## src/rtl/csrf_pkg.sv

```systemverilog
// constants for the context state and rectangle fill block
package csrf_pkg;
  // method offsets
  localparam logic [11:0] MTH_PATCH   = 12'h200;
  localparam logic [11:0] MTH_SET     = 12'h300;
  localparam logic [11:0] MTH_COLOR   = 12'h304;
  localparam logic [11:0] MTH_DRAW_XY = 12'h400;
  localparam logic [11:0] MTH_DRAW_WH = 12'h404;
  localparam logic [4:0]  DRAW_WIN    = 5'h08;
  localparam logic [31:0] WEIGHT_SIGN = 32'h8000_0000;
  localparam logic [31:0] WEIGHT_MASK = 32'h7f80_0000;
  localparam logic [31:0] ROP_HIGH    = 32'hffff_ff00;
  localparam logic [7:0]  ROP_COPY    = 8'hcc;

  typedef enum logic [2:0] {OBJ_WEIGHT, OBJ_ROP, OBJ_KEY, OBJ_PLANE,
                            OBJ_CLIP, OBJ_CH_WEIGHT, OBJ_RECT, OBJ_POINT} csrf_obj_e;

  localparam logic [1:0] ERR_NONE    = 2'h0;
  localparam logic [1:0] ERR_MISSING = 2'h1;
  localparam logic [1:0] ERR_BAD_VAL = 2'h2;

  // register byte offsets
  localparam logic [7:0] REG_CTRL       = 8'h00;
  localparam logic [7:0] REG_CANVAS_MIN = 8'h04;
  localparam logic [7:0] REG_CANVAS_MAX = 8'h08;
  localparam logic [7:0] REG_FILL       = 8'h0c;
  localparam logic [7:0] REG_STATUS     = 8'h10;
  localparam logic [7:0] REG_WEIGHT     = 8'h14;
  localparam logic [7:0] REG_ROP        = 8'h18;
  localparam logic [7:0] REG_CLIP_MIN   = 8'h1c;
  localparam logic [7:0] REG_CLIP_MAX   = 8'h20;
  localparam logic [7:0] REG_UCLIP_MIN  = 8'h24;
  localparam logic [7:0] REG_UCLIP_MAX  = 8'h28;
  localparam logic [7:0] REG_KEY        = 8'h2c;
  localparam logic [7:0] REG_PLANE      = 8'h30;
  localparam logic [7:0] REG_CH_WEIGHT  = 8'h34;

  // control fields
  localparam int CTRL_UCLIP = 0;
  localparam int CTRL_KEY   = 1;
  localparam int CTRL_PLANE = 2;
  localparam int CTRL_MODE  = 4;
  localparam logic [2:0] MODE_ROP_AND = 3'h1;
  localparam logic [2:0] MODE_ROP_SRC = 3'h4;

  localparam logic [31:0] RST_CTRL       = 32'h0000_0000;
  localparam logic [31:0] RST_CANVAS_MAX = 32'hffff_ffff;
  localparam logic [1:0]  RESP_OKAY   = 2'h0;
  localparam logic [1:0]  RESP_SLVERR = 2'h2;
endpackage

```

## src/rtl/csrf_clip_window.sv

```systemverilog
// final clip window from canvas and user clip
`timescale 1ns/10ps
module csrf_clip_window (
  input  wire logic        uclip_en_i,
  input  wire logic [31:0] canvas_min_i,
  input  wire logic [31:0] canvas_max_i,
  input  wire logic [15:0] uclip_left_i,
  input  wire logic [15:0] uclip_top_i,
  input  wire logic [15:0] uclip_right_i,
  input  wire logic [15:0] uclip_bottom_i,
  output logic      [15:0] clip_left_o,
  output logic      [15:0] clip_top_o,
  output logic      [15:0] clip_right_o,
  output logic      [15:0] clip_bottom_o
);
  function automatic logic [15:0] max16(input logic [15:0] a, input logic [15:0] b);
    max16 = (a > b) ? a : b;
  endfunction

  function automatic logic [15:0] min16(input logic [15:0] a, input logic [15:0] b);
    min16 = (a < b) ? a : b;
  endfunction

  assign clip_left_o   = uclip_en_i ? max16(uclip_left_i, canvas_min_i[15:0]) : canvas_min_i[15:0];
  assign clip_top_o    = uclip_en_i ? max16(uclip_top_i, canvas_min_i[31:16]) : canvas_min_i[31:16];
  assign clip_right_o  = uclip_en_i ? min16(uclip_right_i, canvas_max_i[15:0]) : canvas_max_i[15:0];
  assign clip_bottom_o = uclip_en_i ? min16(uclip_bottom_i, canvas_max_i[31:16]) : canvas_max_i[31:16];
endmodule

```

## src/rtl/csrf_rect_raster.sv

```systemverilog
// solid rectangle rasteriser, one pixel per accepted beat
`timescale 1ns/10ps
module csrf_rect_raster (
  input  wire logic        sys_clk_i,
  input  wire logic        nrst_i,
  input  wire logic        start_i,
  input  wire logic [15:0] x_i,
  input  wire logic [15:0] y_i,
  input  wire logic [15:0] w_i,
  input  wire logic [15:0] h_i,
  input  wire logic [15:0] clip_left_i,
  input  wire logic [15:0] clip_top_i,
  input  wire logic [15:0] clip_right_i,
  input  wire logic [15:0] clip_bottom_i,
  input  wire logic        pix_ready_i,
  output logic             pix_valid_o,
  output logic      [15:0] pix_x_o,
  output logic      [15:0] pix_y_o,
  output logic             busy_o
);
  typedef enum logic {RS_IDLE, RS_RUN} csrf_rs_e;
  csrf_rs_e    state;
  logic [16:0] left;
  logic [16:0] right;
  logic [16:0] bottom;
  logic [16:0] cur_x;
  logic [16:0] cur_y;

  function automatic logic [16:0] max17(input logic [16:0] a, input logic [16:0] b);
    max17 = (a > b) ? a : b;
  endfunction

  function automatic logic [16:0] min17(input logic [16:0] a, input logic [16:0] b);
    min17 = (a < b) ? a : b;
  endfunction

  // edges kept 17 bits wide so x+w never wraps
  wire [16:0] next_l = max17({1'b0, x_i}, {1'b0, clip_left_i});
  wire [16:0] next_r = min17({1'b0, x_i} + {1'b0, w_i}, {1'b0, clip_right_i});
  wire [16:0] next_t = max17({1'b0, y_i}, {1'b0, clip_top_i});
  wire [16:0] next_b = min17({1'b0, y_i} + {1'b0, h_i}, {1'b0, clip_bottom_i});
  wire        empty  = (next_l >= next_r) || (next_t >= next_b);
  wire        beat   = (state == RS_RUN) && pix_ready_i;
  wire        row_end = (cur_x + 17'h1) == right;

  assign pix_valid_o = (state == RS_RUN);
  assign busy_o      = (state == RS_RUN);
  assign pix_x_o     = cur_x[15:0];
  assign pix_y_o     = cur_y[15:0];

  always_ff @(posedge sys_clk_i or negedge nrst_i)
  begin
    if (!nrst_i)
    begin
      state  <= RS_IDLE;
      left   <= 17'h0;
      right  <= 17'h0;
      bottom <= 17'h0;
      cur_x  <= 17'h0;
      cur_y  <= 17'h0;
    end
    else if (state == RS_IDLE && start_i && !empty)
    begin
      state  <= RS_RUN;
      left   <= next_l;
      right  <= next_r;
      bottom <= next_b;
      cur_x  <= next_l;
      cur_y  <= next_t;
    end
    else if (beat)
    begin
      // top to bottom, left to right
      cur_x <= row_end ? left : cur_x + 17'h1;
      cur_y <= row_end ? cur_y + 17'h1 : cur_y;
      if (row_end && (cur_y + 17'h1) == bottom)
        state <= RS_IDLE;
    end
  end
endmodule

```

## src/rtl/csrf_context.sv

```systemverilog
// context state method interpreter with rectangle and point fill
//
// Notes on behaviour
// - negative blend weight stored as zero
// - positive weight masked to eight fractional bits
// - raster-op above eight bits is bad value
// - raster-op code used only in raster-op modes
// - patch output methods raise missing method
// - key and mask colors stored A1R10G10B10
// - color key applied only when enabled
// - plane mask applied only when enabled
// - corner: max to min, max gets canvas+xy
// - size: max to min, max grows by wh
// - user clip kept in absolute coordinates
// - user clip used only when enabled
// - per-channel weight bytes blue to alpha
// - final left/top is max when enabled
// - final right/bottom is min when enabled
// - rectangle covers X..X+W-1, Y..Y+H-1
// - clamp to clip, emit rows top down
// - integer coordinates only, no subpixel
// - point is a one by one rectangle
`timescale 1ns/10ps
module csrf_context (
  input  wire logic        sys_clk_i,
  input  wire logic        nrst_i,
  // method port
  input  wire logic        mth_valid_i,
  input  wire logic [2:0]  mth_obj_i,
  input  wire logic [11:0] mth_offset_i,
  input  wire logic [31:0] mth_param_i,
  output logic             mth_ready_o,
  output logic             err_valid_o,
  output logic      [1:0]  err_code_o,
  // pixel writes
  output logic             pix_valid_o,
  input  wire logic        pix_ready_i,
  output logic      [15:0] pix_x_o,
  output logic      [15:0] pix_y_o,
  output logic      [31:0] pix_color_o,
  output logic      [7:0]  pix_rop_o,
  output logic             pix_key_en_o,
  output logic      [30:0] pix_key_color_o,
  output logic             pix_plane_en_o,
  output logic      [30:0] pix_plane_color_o,
  output logic             busy_o,
  // axi4-lite slave
  input  wire logic        s_axi_awvalid,
  output logic             s_axi_awready,
  input  wire logic [7:0]  s_axi_awaddr,
  input  wire logic        s_axi_wvalid,
  output logic             s_axi_wready,
  input  wire logic [31:0] s_axi_wdata,
  input  wire logic [3:0]  s_axi_wstrb,
  output logic             s_axi_bvalid,
  input  wire logic        s_axi_bready,
  output logic      [1:0]  s_axi_bresp,
  input  wire logic        s_axi_arvalid,
  output logic             s_axi_arready,
  input  wire logic [7:0]  s_axi_araddr,
  output logic             s_axi_rvalid,
  input  wire logic        s_axi_rready,
  output logic      [31:0] s_axi_rdata,
  output logic      [1:0]  s_axi_rresp
);

  // **********
  // state
  // **********
  logic [31:0] ctrl;
  logic [31:0] canvas_min;
  logic [31:0] canvas_max;
  logic [31:0] fill_color;
  logic [31:0] weight;
  logic [7:0]  rop_code;
  logic [30:0] key_color;
  logic [30:0] plane_color;
  logic [31:0] ch_weight;
  logic [15:0] uclip_left;
  logic [15:0] uclip_top;
  logic [15:0] uclip_right;
  logic [15:0] uclip_bottom;
  logic [15:0] rect_x;
  logic [15:0] rect_y;
  logic [15:0] clip_left;
  logic [15:0] clip_top;
  logic [15:0] clip_right;
  logic [15:0] clip_bottom;
  logic        raster_busy;

  function automatic logic [30:0] to_a1r10(input logic [31:0] p);
    // 8-bit channels widened by repeating their top bits
    to_a1r10 = {p[31], p[23:16], p[23:22], p[15:8], p[15:14], p[7:0], p[7:6]};
  endfunction

  function automatic logic [31:0] merge(input logic [31:0] old, input logic [31:0] d, input logic [3:0] s);
    merge = {s[3] ? d[31:24] : old[31:24], s[2] ? d[23:16] : old[23:16],
             s[1] ? d[15:8] : old[15:8], s[0] ? d[7:0] : old[7:0]};
  endfunction

  // **********
  // method decode
  // **********
  wire        take      = mth_valid_i && mth_ready_o;
  wire        obj_weight = mth_obj_i == csrf_pkg::OBJ_WEIGHT;
  wire        obj_rop   = mth_obj_i == csrf_pkg::OBJ_ROP;
  wire        obj_key   = mth_obj_i == csrf_pkg::OBJ_KEY;
  wire        obj_plane = mth_obj_i == csrf_pkg::OBJ_PLANE;
  wire        obj_clip  = mth_obj_i == csrf_pkg::OBJ_CLIP;
  wire        obj_chw   = mth_obj_i == csrf_pkg::OBJ_CH_WEIGHT;
  wire        obj_rect  = mth_obj_i == csrf_pkg::OBJ_RECT;
  wire        obj_point = mth_obj_i == csrf_pkg::OBJ_POINT;
  wire        at_set    = mth_offset_i == csrf_pkg::MTH_SET;
  wire        at_color  = mth_offset_i == csrf_pkg::MTH_COLOR;
  wire        in_draw   = mth_offset_i[11:7] == csrf_pkg::DRAW_WIN && mth_offset_i[1:0] == 2'h0;
  wire        draw_wh   = mth_offset_i[2] == csrf_pkg::MTH_DRAW_WH[2];

  wire do_weight = take && obj_weight && at_set;
  wire do_rop    = take && obj_rop && at_set;
  wire rop_bad   = (mth_param_i & csrf_pkg::ROP_HIGH) != 32'h0;
  wire do_key    = take && obj_key && at_color;
  wire do_plane  = take && obj_plane && at_color;
  wire do_corner = take && obj_clip && at_set;
  wire do_size   = take && obj_clip && at_color;
  wire do_chw    = take && obj_chw && at_set;
  wire do_rxy    = take && obj_rect && in_draw && !draw_wh;
  wire do_rwh    = take && obj_rect && in_draw && draw_wh;
  wire do_point  = take && obj_point && in_draw;

  // anything not decoded above, the patch offsets among them, is missing
  wire known = (obj_weight && at_set) || (obj_rop && at_set) || ((obj_key || obj_plane) && at_color)
               || (obj_clip && (at_set || at_color)) || (obj_chw && at_set) || ((obj_rect || obj_point) && in_draw);
  wire err_missing = take && !known;
  wire err_bad     = do_rop && rop_bad;

  // one method at a time; the fill owns the pipe until its last pixel
  assign mth_ready_o = !raster_busy;
  assign busy_o      = raster_busy;

  // integer corners only, the draw coordinates feed the raster directly
  wire        start   = do_rwh || do_point;
  wire [15:0] draw_x  = do_point ? mth_param_i[15:0] : rect_x;
  wire [15:0] draw_y  = do_point ? mth_param_i[31:16] : rect_y;
  wire [15:0] draw_w  = do_point ? 16'h1 : mth_param_i[15:0];
  wire [15:0] draw_h  = do_point ? 16'h1 : mth_param_i[31:16];

  // **********
  // method state updates
  // **********
  always_ff @(posedge sys_clk_i or negedge nrst_i)
  begin
    if (!nrst_i)
    begin
      weight      <= 32'h0;
      rop_code    <= csrf_pkg::ROP_COPY;
      key_color   <= 31'h0;
      plane_color <= 31'h0;
      ch_weight   <= 32'h0;
      rect_x      <= 16'h0;
      rect_y      <= 16'h0;
    end
    else
    begin
      if (do_weight)
        weight <= (mth_param_i & csrf_pkg::WEIGHT_SIGN) != 32'h0 ? 32'h0
                  : mth_param_i & csrf_pkg::WEIGHT_MASK;
      if (do_rop && !rop_bad)
        rop_code <= mth_param_i[7:0];
      if (do_key)
        key_color <= to_a1r10(mth_param_i);
      if (do_plane)
        plane_color <= to_a1r10(mth_param_i);
      if (do_chw)
        ch_weight <= {mth_param_i[31:24], mth_param_i[23:16], mth_param_i[15:8], mth_param_i[7:0]};
      if (do_rxy)
      begin
        rect_x <= mth_param_i[15:0];
        rect_y <= mth_param_i[31:16];
      end
    end
  end

  // user clip held in framebuffer coordinates
  always_ff @(posedge sys_clk_i or negedge nrst_i)
  begin
    if (!nrst_i)
    begin
      uclip_left   <= 16'h0;
      uclip_top    <= 16'h0;
      uclip_right  <= 16'h0;
      uclip_bottom <= 16'h0;
    end
    else if (do_corner || do_size)
    begin
      uclip_left   <= uclip_right;
      uclip_top    <= uclip_bottom;
      uclip_right  <= (do_corner ? canvas_min[15:0] : uclip_right) + mth_param_i[15:0];
      uclip_bottom <= (do_corner ? canvas_min[31:16] : uclip_bottom) + mth_param_i[31:16];
    end
  end

  always_ff @(posedge sys_clk_i or negedge nrst_i)
  begin
    if (!nrst_i)
    begin
      err_valid_o <= 1'b0;
      err_code_o  <= csrf_pkg::ERR_NONE;
    end
    else
    begin
      err_valid_o <= err_missing || err_bad;
      err_code_o  <= err_missing ? csrf_pkg::ERR_MISSING
                   : err_bad ? csrf_pkg::ERR_BAD_VAL : csrf_pkg::ERR_NONE;
    end
  end

  // **********
  // clip window and fill
  // **********
  csrf_clip_window u_clip (
    .uclip_en_i     (ctrl[csrf_pkg::CTRL_UCLIP]),
    .canvas_min_i   (canvas_min),
    .canvas_max_i   (canvas_max),
    .uclip_left_i   (uclip_left),
    .uclip_top_i    (uclip_top),
    .uclip_right_i  (uclip_right),
    .uclip_bottom_i (uclip_bottom),
    .clip_left_o    (clip_left),
    .clip_top_o     (clip_top),
    .clip_right_o   (clip_right),
    .clip_bottom_o  (clip_bottom)
  );

  csrf_rect_raster u_raster (
    .sys_clk_i     (sys_clk_i),
    .nrst_i        (nrst_i),
    .start_i       (start),
    .x_i           (draw_x),
    .y_i           (draw_y),
    .w_i           (draw_w),
    .h_i           (draw_h),
    .clip_left_i   (clip_left),
    .clip_top_i    (clip_top),
    .clip_right_i  (clip_right),
    .clip_bottom_i (clip_bottom),
    .pix_ready_i   (pix_ready_i),
    .pix_valid_o   (pix_valid_o),
    .pix_x_o       (pix_x_o),
    .pix_y_o       (pix_y_o),
    .busy_o        (raster_busy)
  );

  wire [2:0] mode    = ctrl[csrf_pkg::CTRL_MODE +: 3];
  wire       rop_mode = mode == csrf_pkg::MODE_ROP_AND || mode == csrf_pkg::MODE_ROP_SRC;

  // fill color and ops come from flops that cannot change while busy
  assign pix_color_o       = fill_color;
  assign pix_rop_o         = rop_mode ? rop_code : csrf_pkg::ROP_COPY;
  assign pix_key_en_o      = ctrl[csrf_pkg::CTRL_KEY];
  assign pix_key_color_o   = key_color;
  assign pix_plane_en_o    = ctrl[csrf_pkg::CTRL_PLANE];
  assign pix_plane_color_o = plane_color;

  // **********
  // axi4-lite slave
  // **********
  logic       aw_held;
  logic       w_held;
  logic [7:0] aw_addr;
  logic [31:0] w_data;
  logic [3:0] w_strb;

  wire wr_go  = aw_held && w_held && !s_axi_bvalid;
  wire wr_cfg = aw_addr == csrf_pkg::REG_CTRL || aw_addr == csrf_pkg::REG_CANVAS_MIN
                || aw_addr == csrf_pkg::REG_CANVAS_MAX || aw_addr == csrf_pkg::REG_FILL;
  // config writes wait while a fill is running so pixels stay consistent
  wire wr_do  = wr_go && wr_cfg && !raster_busy;
  wire wr_err = wr_go && !wr_cfg;

  assign s_axi_awready = !aw_held;
  assign s_axi_wready  = !w_held;
  assign s_axi_arready = !s_axi_rvalid;

  function automatic logic [32:0] rd_mux(input logic [7:0] a);
    // bit 32 flags an unmapped address
    case (a)
      csrf_pkg::REG_CTRL:       rd_mux = {1'b0, ctrl};
      csrf_pkg::REG_CANVAS_MIN: rd_mux = {1'b0, canvas_min};
      csrf_pkg::REG_CANVAS_MAX: rd_mux = {1'b0, canvas_max};
      csrf_pkg::REG_FILL:       rd_mux = {1'b0, fill_color};
      csrf_pkg::REG_STATUS:     rd_mux = {32'h0, raster_busy};
      csrf_pkg::REG_WEIGHT:     rd_mux = {1'b0, weight};
      csrf_pkg::REG_ROP:        rd_mux = {25'h0, rop_code};
      csrf_pkg::REG_CLIP_MIN:   rd_mux = {1'b0, clip_top, clip_left};
      csrf_pkg::REG_CLIP_MAX:   rd_mux = {1'b0, clip_bottom, clip_right};
      csrf_pkg::REG_UCLIP_MIN:  rd_mux = {1'b0, uclip_top, uclip_left};
      csrf_pkg::REG_UCLIP_MAX:  rd_mux = {1'b0, uclip_bottom, uclip_right};
      csrf_pkg::REG_KEY:        rd_mux = {2'h0, key_color};
      csrf_pkg::REG_PLANE:      rd_mux = {2'h0, plane_color};
      csrf_pkg::REG_CH_WEIGHT:  rd_mux = {1'b0, ch_weight};
      default:                  rd_mux = {1'b1, 32'h0};
    endcase
  endfunction

  // procedural so a register change reruns the mux, not only a new address
  logic [32:0] rd_word;
  always_comb rd_word = rd_mux(s_axi_araddr);

  always_ff @(posedge sys_clk_i or negedge nrst_i)
  begin
    if (!nrst_i)
    begin
      aw_held      <= 1'b0;
      w_held       <= 1'b0;
      aw_addr      <= 8'h0;
      w_data       <= 32'h0;
      w_strb       <= 4'h0;
      s_axi_bvalid <= 1'b0;
      s_axi_bresp  <= csrf_pkg::RESP_OKAY;
    end
    else
    begin
      if (s_axi_awvalid && !aw_held)
      begin
        aw_held <= 1'b1;
        aw_addr <= {s_axi_awaddr[7:2], 2'h0};
      end
      if (s_axi_wvalid && !w_held)
      begin
        w_held <= 1'b1;
        w_data <= s_axi_wdata;
        w_strb <= s_axi_wstrb;
      end
      if (wr_do || wr_err)
      begin
        aw_held      <= 1'b0;
        w_held       <= 1'b0;
        s_axi_bvalid <= 1'b1;
        s_axi_bresp  <= wr_err ? csrf_pkg::RESP_SLVERR : csrf_pkg::RESP_OKAY;
      end
      else if (s_axi_bready)
        s_axi_bvalid <= 1'b0;
    end
  end

  always_ff @(posedge sys_clk_i or negedge nrst_i)
  begin
    if (!nrst_i)
    begin
      ctrl       <= csrf_pkg::RST_CTRL;
      canvas_min <= 32'h0;
      canvas_max <= csrf_pkg::RST_CANVAS_MAX;
      fill_color <= 32'h0;
    end
    else if (wr_do)
    begin
      if (aw_addr == csrf_pkg::REG_CTRL)
        ctrl <= merge(ctrl, w_data, w_strb);
      if (aw_addr == csrf_pkg::REG_CANVAS_MIN)
        canvas_min <= merge(canvas_min, w_data, w_strb);
      if (aw_addr == csrf_pkg::REG_CANVAS_MAX)
        canvas_max <= merge(canvas_max, w_data, w_strb);
      if (aw_addr == csrf_pkg::REG_FILL)
        fill_color <= merge(fill_color, w_data, w_strb);
    end
  end

  always_ff @(posedge sys_clk_i or negedge nrst_i)
  begin
    if (!nrst_i)
    begin
      s_axi_rvalid <= 1'b0;
      s_axi_rdata  <= 32'h0;
      s_axi_rresp  <= csrf_pkg::RESP_OKAY;
    end
    else if (s_axi_arvalid && !s_axi_rvalid)
    begin
      s_axi_rvalid <= 1'b1;
      s_axi_rdata  <= rd_word[31:0];
      s_axi_rresp  <= rd_word[32] ? csrf_pkg::RESP_SLVERR : csrf_pkg::RESP_OKAY;
    end
    else if (s_axi_rready)
      s_axi_rvalid <= 1'b0;
  end

endmodule

```

## config.mk

```make
export PLATFORM = sky130hd
export DESIGN_NAME = csrf_context
export DESIGN_NICKNAME = d
export VERILOG_FILES = /design/src/rtl/csrf_pkg.sv /design/src/rtl/csrf_clip_window.sv /design/src/rtl/csrf_rect_raster.sv /design/src/rtl/csrf_context.sv
export SDC_FILE = /design/constraint.sdc
export NUM_CORES = 1
export LEC_CHECK = 0
export ABC_AREA = 1
export ABC_CLOCK_PERIOD_IN_PS = 8000
export BUFFER_PORTS_ARGS = -buffer_cell sky130_fd_sc_hd__buf_2
export CAP_MARGIN = 0
export CORE_MARGIN = 5
export CORE_UTILIZATION = 50
export CTS_CLUSTER_DIAMETER = 50
export DETAILED_ROUTE_END_ITERATION = 12
export PLACE_DENSITY = 0.69
export SETUP_SLACK_MARGIN = 0.3
export SYNTH_ARGS = -nofsm -noshare
export SYNTH_HDL_FRONTEND = slang
export SYNTH_SLANG_ARGS = --single-unit
```

## constraint.sdc

```tcl
create_clock -name sys_clk_i -period 8 [get_ports sys_clk_i]
set_input_delay 0.4 -clock sys_clk_i [delete_from_list [all_inputs] [get_ports sys_clk_i]]
set_output_delay 0.4 -clock sys_clk_i [all_outputs]
set_load 0.005 [all_outputs]
```

==> impl_metrics.tcl <==
set metrics [dict create \
    worstPathArrival_ns 7.53 \
    fin_crit_ns 6.98 \
    fmax_mhz 143 \
    layout.cells.non_filler 5493 \
    worstSetupPathType "flop to flop" \
    die_area_sq_mm 0.0694 \
    remaining_drc_errors 0 \
    clock-sinks 490 \
    hold_violations 0 \
    finalSetupViolations 0 \
    syn_avg_cell_area_sq_um 7.39 \
    power_frac_seq_pct 35.8 \
    cts.clk_slew.worst_paths_ns 0.06 \
    ys_ff_latch 490 \
    seq_area_sq_mm 0.0123 \
    grt_pass1_vias 28500 \
    skew_ns 0.0270 \
    async_flop_share_pct 100 \
    p_sw_mw 2.61 \
    path_common_cell "nand2_1" \
    synth.most_common_cell "nand2_1" \
    overflow 0 \
    cts_tree "yes" \
    slew_headroom_pct 6.55 \
    min_period_over_period_pct 87.2 \
    synth_top_cell_by_area "dfrtp_1" \
    synth.area.top_cells "dfrtp_1, nand2_1, ha_1" \
    ir_worst_vdd_v 0.000230 \
    clk_latency_ns 0.63 \
    ys.flop_type "dfrtp_1" \
    swShare_pct 33.6 \
    post_drt_wl_per_cell_microns 20.3 \
    netlist_top_cells_count "nand2_1, inv_1, dfrtp_1" \
    multi_input_area_sq_mm 0.0170 \
    grt_max_degree 162 \
    endpoint_kind "flop" \
    max_stage_delay_ns 0.51 \
    wl_microns 111000 \
    syn_area_sq_mm 0.0321 \
    use_met1_pct 45.0 \
    holdCritPathClass "input port to flop" \
    dp_hpwl_microns 84000 \
    htree_levels 3 \
    grt_pass1_wl_microns 169000 \
    core_sq_mm 0.0633 \
    port_buffers 286 \
    slowest_stage "dfrtp_2" \
    drv_slew 0 \
    use_met3_pct 9.23 \
    p_comb_share_pct 22.5 \
    grt_usage_pct 30.9 \
    initial_core_util_pct 50.7 \
    setup_tns_ns 0 \
    gp_congestion 0.985 \
    finalCoreUtilization_pct 58.1 \
    clock_path_buffers 3 \
    tightest_slew_ns 1.37 \
    use_met2_pct 44.0 \
    crit_path_start_kind "flop" \
    rsz0062_at_grt "false" \
    power_density_mw_per_mm2 211 \
    core.rowCount 92 \
    die_x_microns 263 \
    ys_warn_count 0 \
    dp.cells 5350 \
    postSynthCellCount 4345 \
    synth_edf_count 0 \
    dr.pass1.iters 6 \
    yosysTopAreaCellShare_pct 35.4 \
    p_int_mw 5.16 \
    leakage_nw 18.9 \
    drv_cap 0 \
    fillers 6005 \
    viasPerCell 5.64 \
    antenna_found_initial 7 \
    drt-initial-drc-count 3611 \
    critPathMaxFanout 30 \
    seq_area_frac_synth_pct 38.3 \
    status "finished, final reports clean" \
    vias 31000 \
    p_clk_share_pct 41.7 \
    ant_nets 0 \
    dieHeight_microns 263 \
    cts_root_buf "clkbuf_16" \
    area_growth_pct 14.5 \
    synth_cell_type_count 69 \
    busiest_layer "met1" \
    fin_nets 4913 \
    pin_count 291 \
    drive_gt1_share_pct 13.9 \
    critical_path_required_ns 8.55 \
    cts_buffers 71 \
]
metrics by stage:
step / setup slack [ns] / instance area [sq um] / power, mW / hold WS (ns)
floorplan: 1.85 / 32100 / 3.96 / 0.104
global placement: 0.710 / 34200 / 4.50 / 0.459
detailed placement: 0.682 / 34200 / 4.54 / 0.460
CTS: 0.709 / 36700 / 7.79 / 0.000877
global route: 0.456 / 36700 / 8.15 / 0.0122
finish: 1.02 / 36800 / 7.77 / 0.0182
cell usage in the layout (no fill, tap or decap), drive strengths merged, types with 21 or more instances in the layout:
cell type  instances
nand2           1272
o21ai            538
inv              495
dfrtp            454
buf              361
nor2             244
nand3            242
ha               217
a21oi            211
clkbuf            87
nor3              51
nand4             46
xor2              43
o211ai            36
dfstp             36
xnor2             32
nor4              30
o21a              26
clkinv            25
or2               22
o22ai             21
cell families after synthesis:
logic type                 count (synthesis)  synth area share, %
xor gates and xnor gates                  75                 2.05
other                                      1               0.0117
AOI/OAI and AO/OA                        933                 16.2
buffers and inverters                    686                 8.79
muxes                                      8                0.281
DFF                                      490                 38.3
adders and majority gates                221                 8.71
and+or+nand+nor                         1931                 25.6
worst paths after layout:
check / start / to / slack (ns) / cells after the start
setup / recovery: u_raster.busy_o / u_raster.cur_y[7] / 1.02 / 41
hold / removal: s_axi_awaddr[7] / aw_addr[7] / 0.02 / 2
setup reg to reg: u_raster.busy_o / u_raster.cur_y[7] / 1.02 / 41
hold reg to reg: s_axi_rdata[25] / s_axi_rdata[25] / 0.47 / 2
max in group asynchronous: nrst_i / uclip_bottom[8] / 5.99 / 3
min in group asynchronous: nrst_i / u_raster.left[5] / 0.47 / 2
critical path: cells and delay by family (launching register included):
kind / cells / cell delay [ns]
fa+ha+maj: 3 / 0.87
simple gates: 24 / 3.09
compound gates: 6 / 1.20
buf+inv: 8 / 1.21
flops: 1 / 0.51
registers in the layout, summed over array words and instances, names as in the netlist, 17 cells and up:
| signal | cells |
|---|---|
| u_raster.cur_x | 17 |
| ch_weight | 32 |
| canvas_min | 32 |
| u_raster.right | 17 |
| w_data | 32 |
| pix_plane_color_o | 25 |
| s_axi_rdata | 32 |
| canvas_max | 32 |
| ctrl | 32 |
| pix_key_color_o | 25 |
| u_raster.cur_y | 17 |
| u_raster.bottom | 17 |
| pix_color_o | 32 |
area by class of cell:
type	instances	share of cell area, %
inverter	485	4.96
clock inverter	46	1.42
clock buffer	86	5.26
tap	846	2.88
sequential	490	33.5
antenna	4	0.0272
multi-input combinational	3170	46.3
timing repair buffer	366	5.68
power groups by stage:
stage	clock [mW]	sequential (mW)	combinational (mW)
after floorplan	0	2.79	1.17
after global placement	0	2.81	1.69
after detailed placement	0	2.82	1.72
after CTS	3.28	2.78	1.73
after global routing	3.40	2.80	1.95
final	3.24	2.78	1.75
repair_timing:
action                     in CTS  in global routing
resized for setup               0                  5
setup buffers                   0                  2
hold buffers                    4                  0
hold endpoints to repair      115                  0
setup endpoints to repair       0                 41
metal layers:
layer	up-vias	wire length, microns
met3	235	13400
met4	2	4250
met5	-	14
li1	14800	-
met1	14400	48500
met2	1504	45200
(Power assumes the default switching activity.)
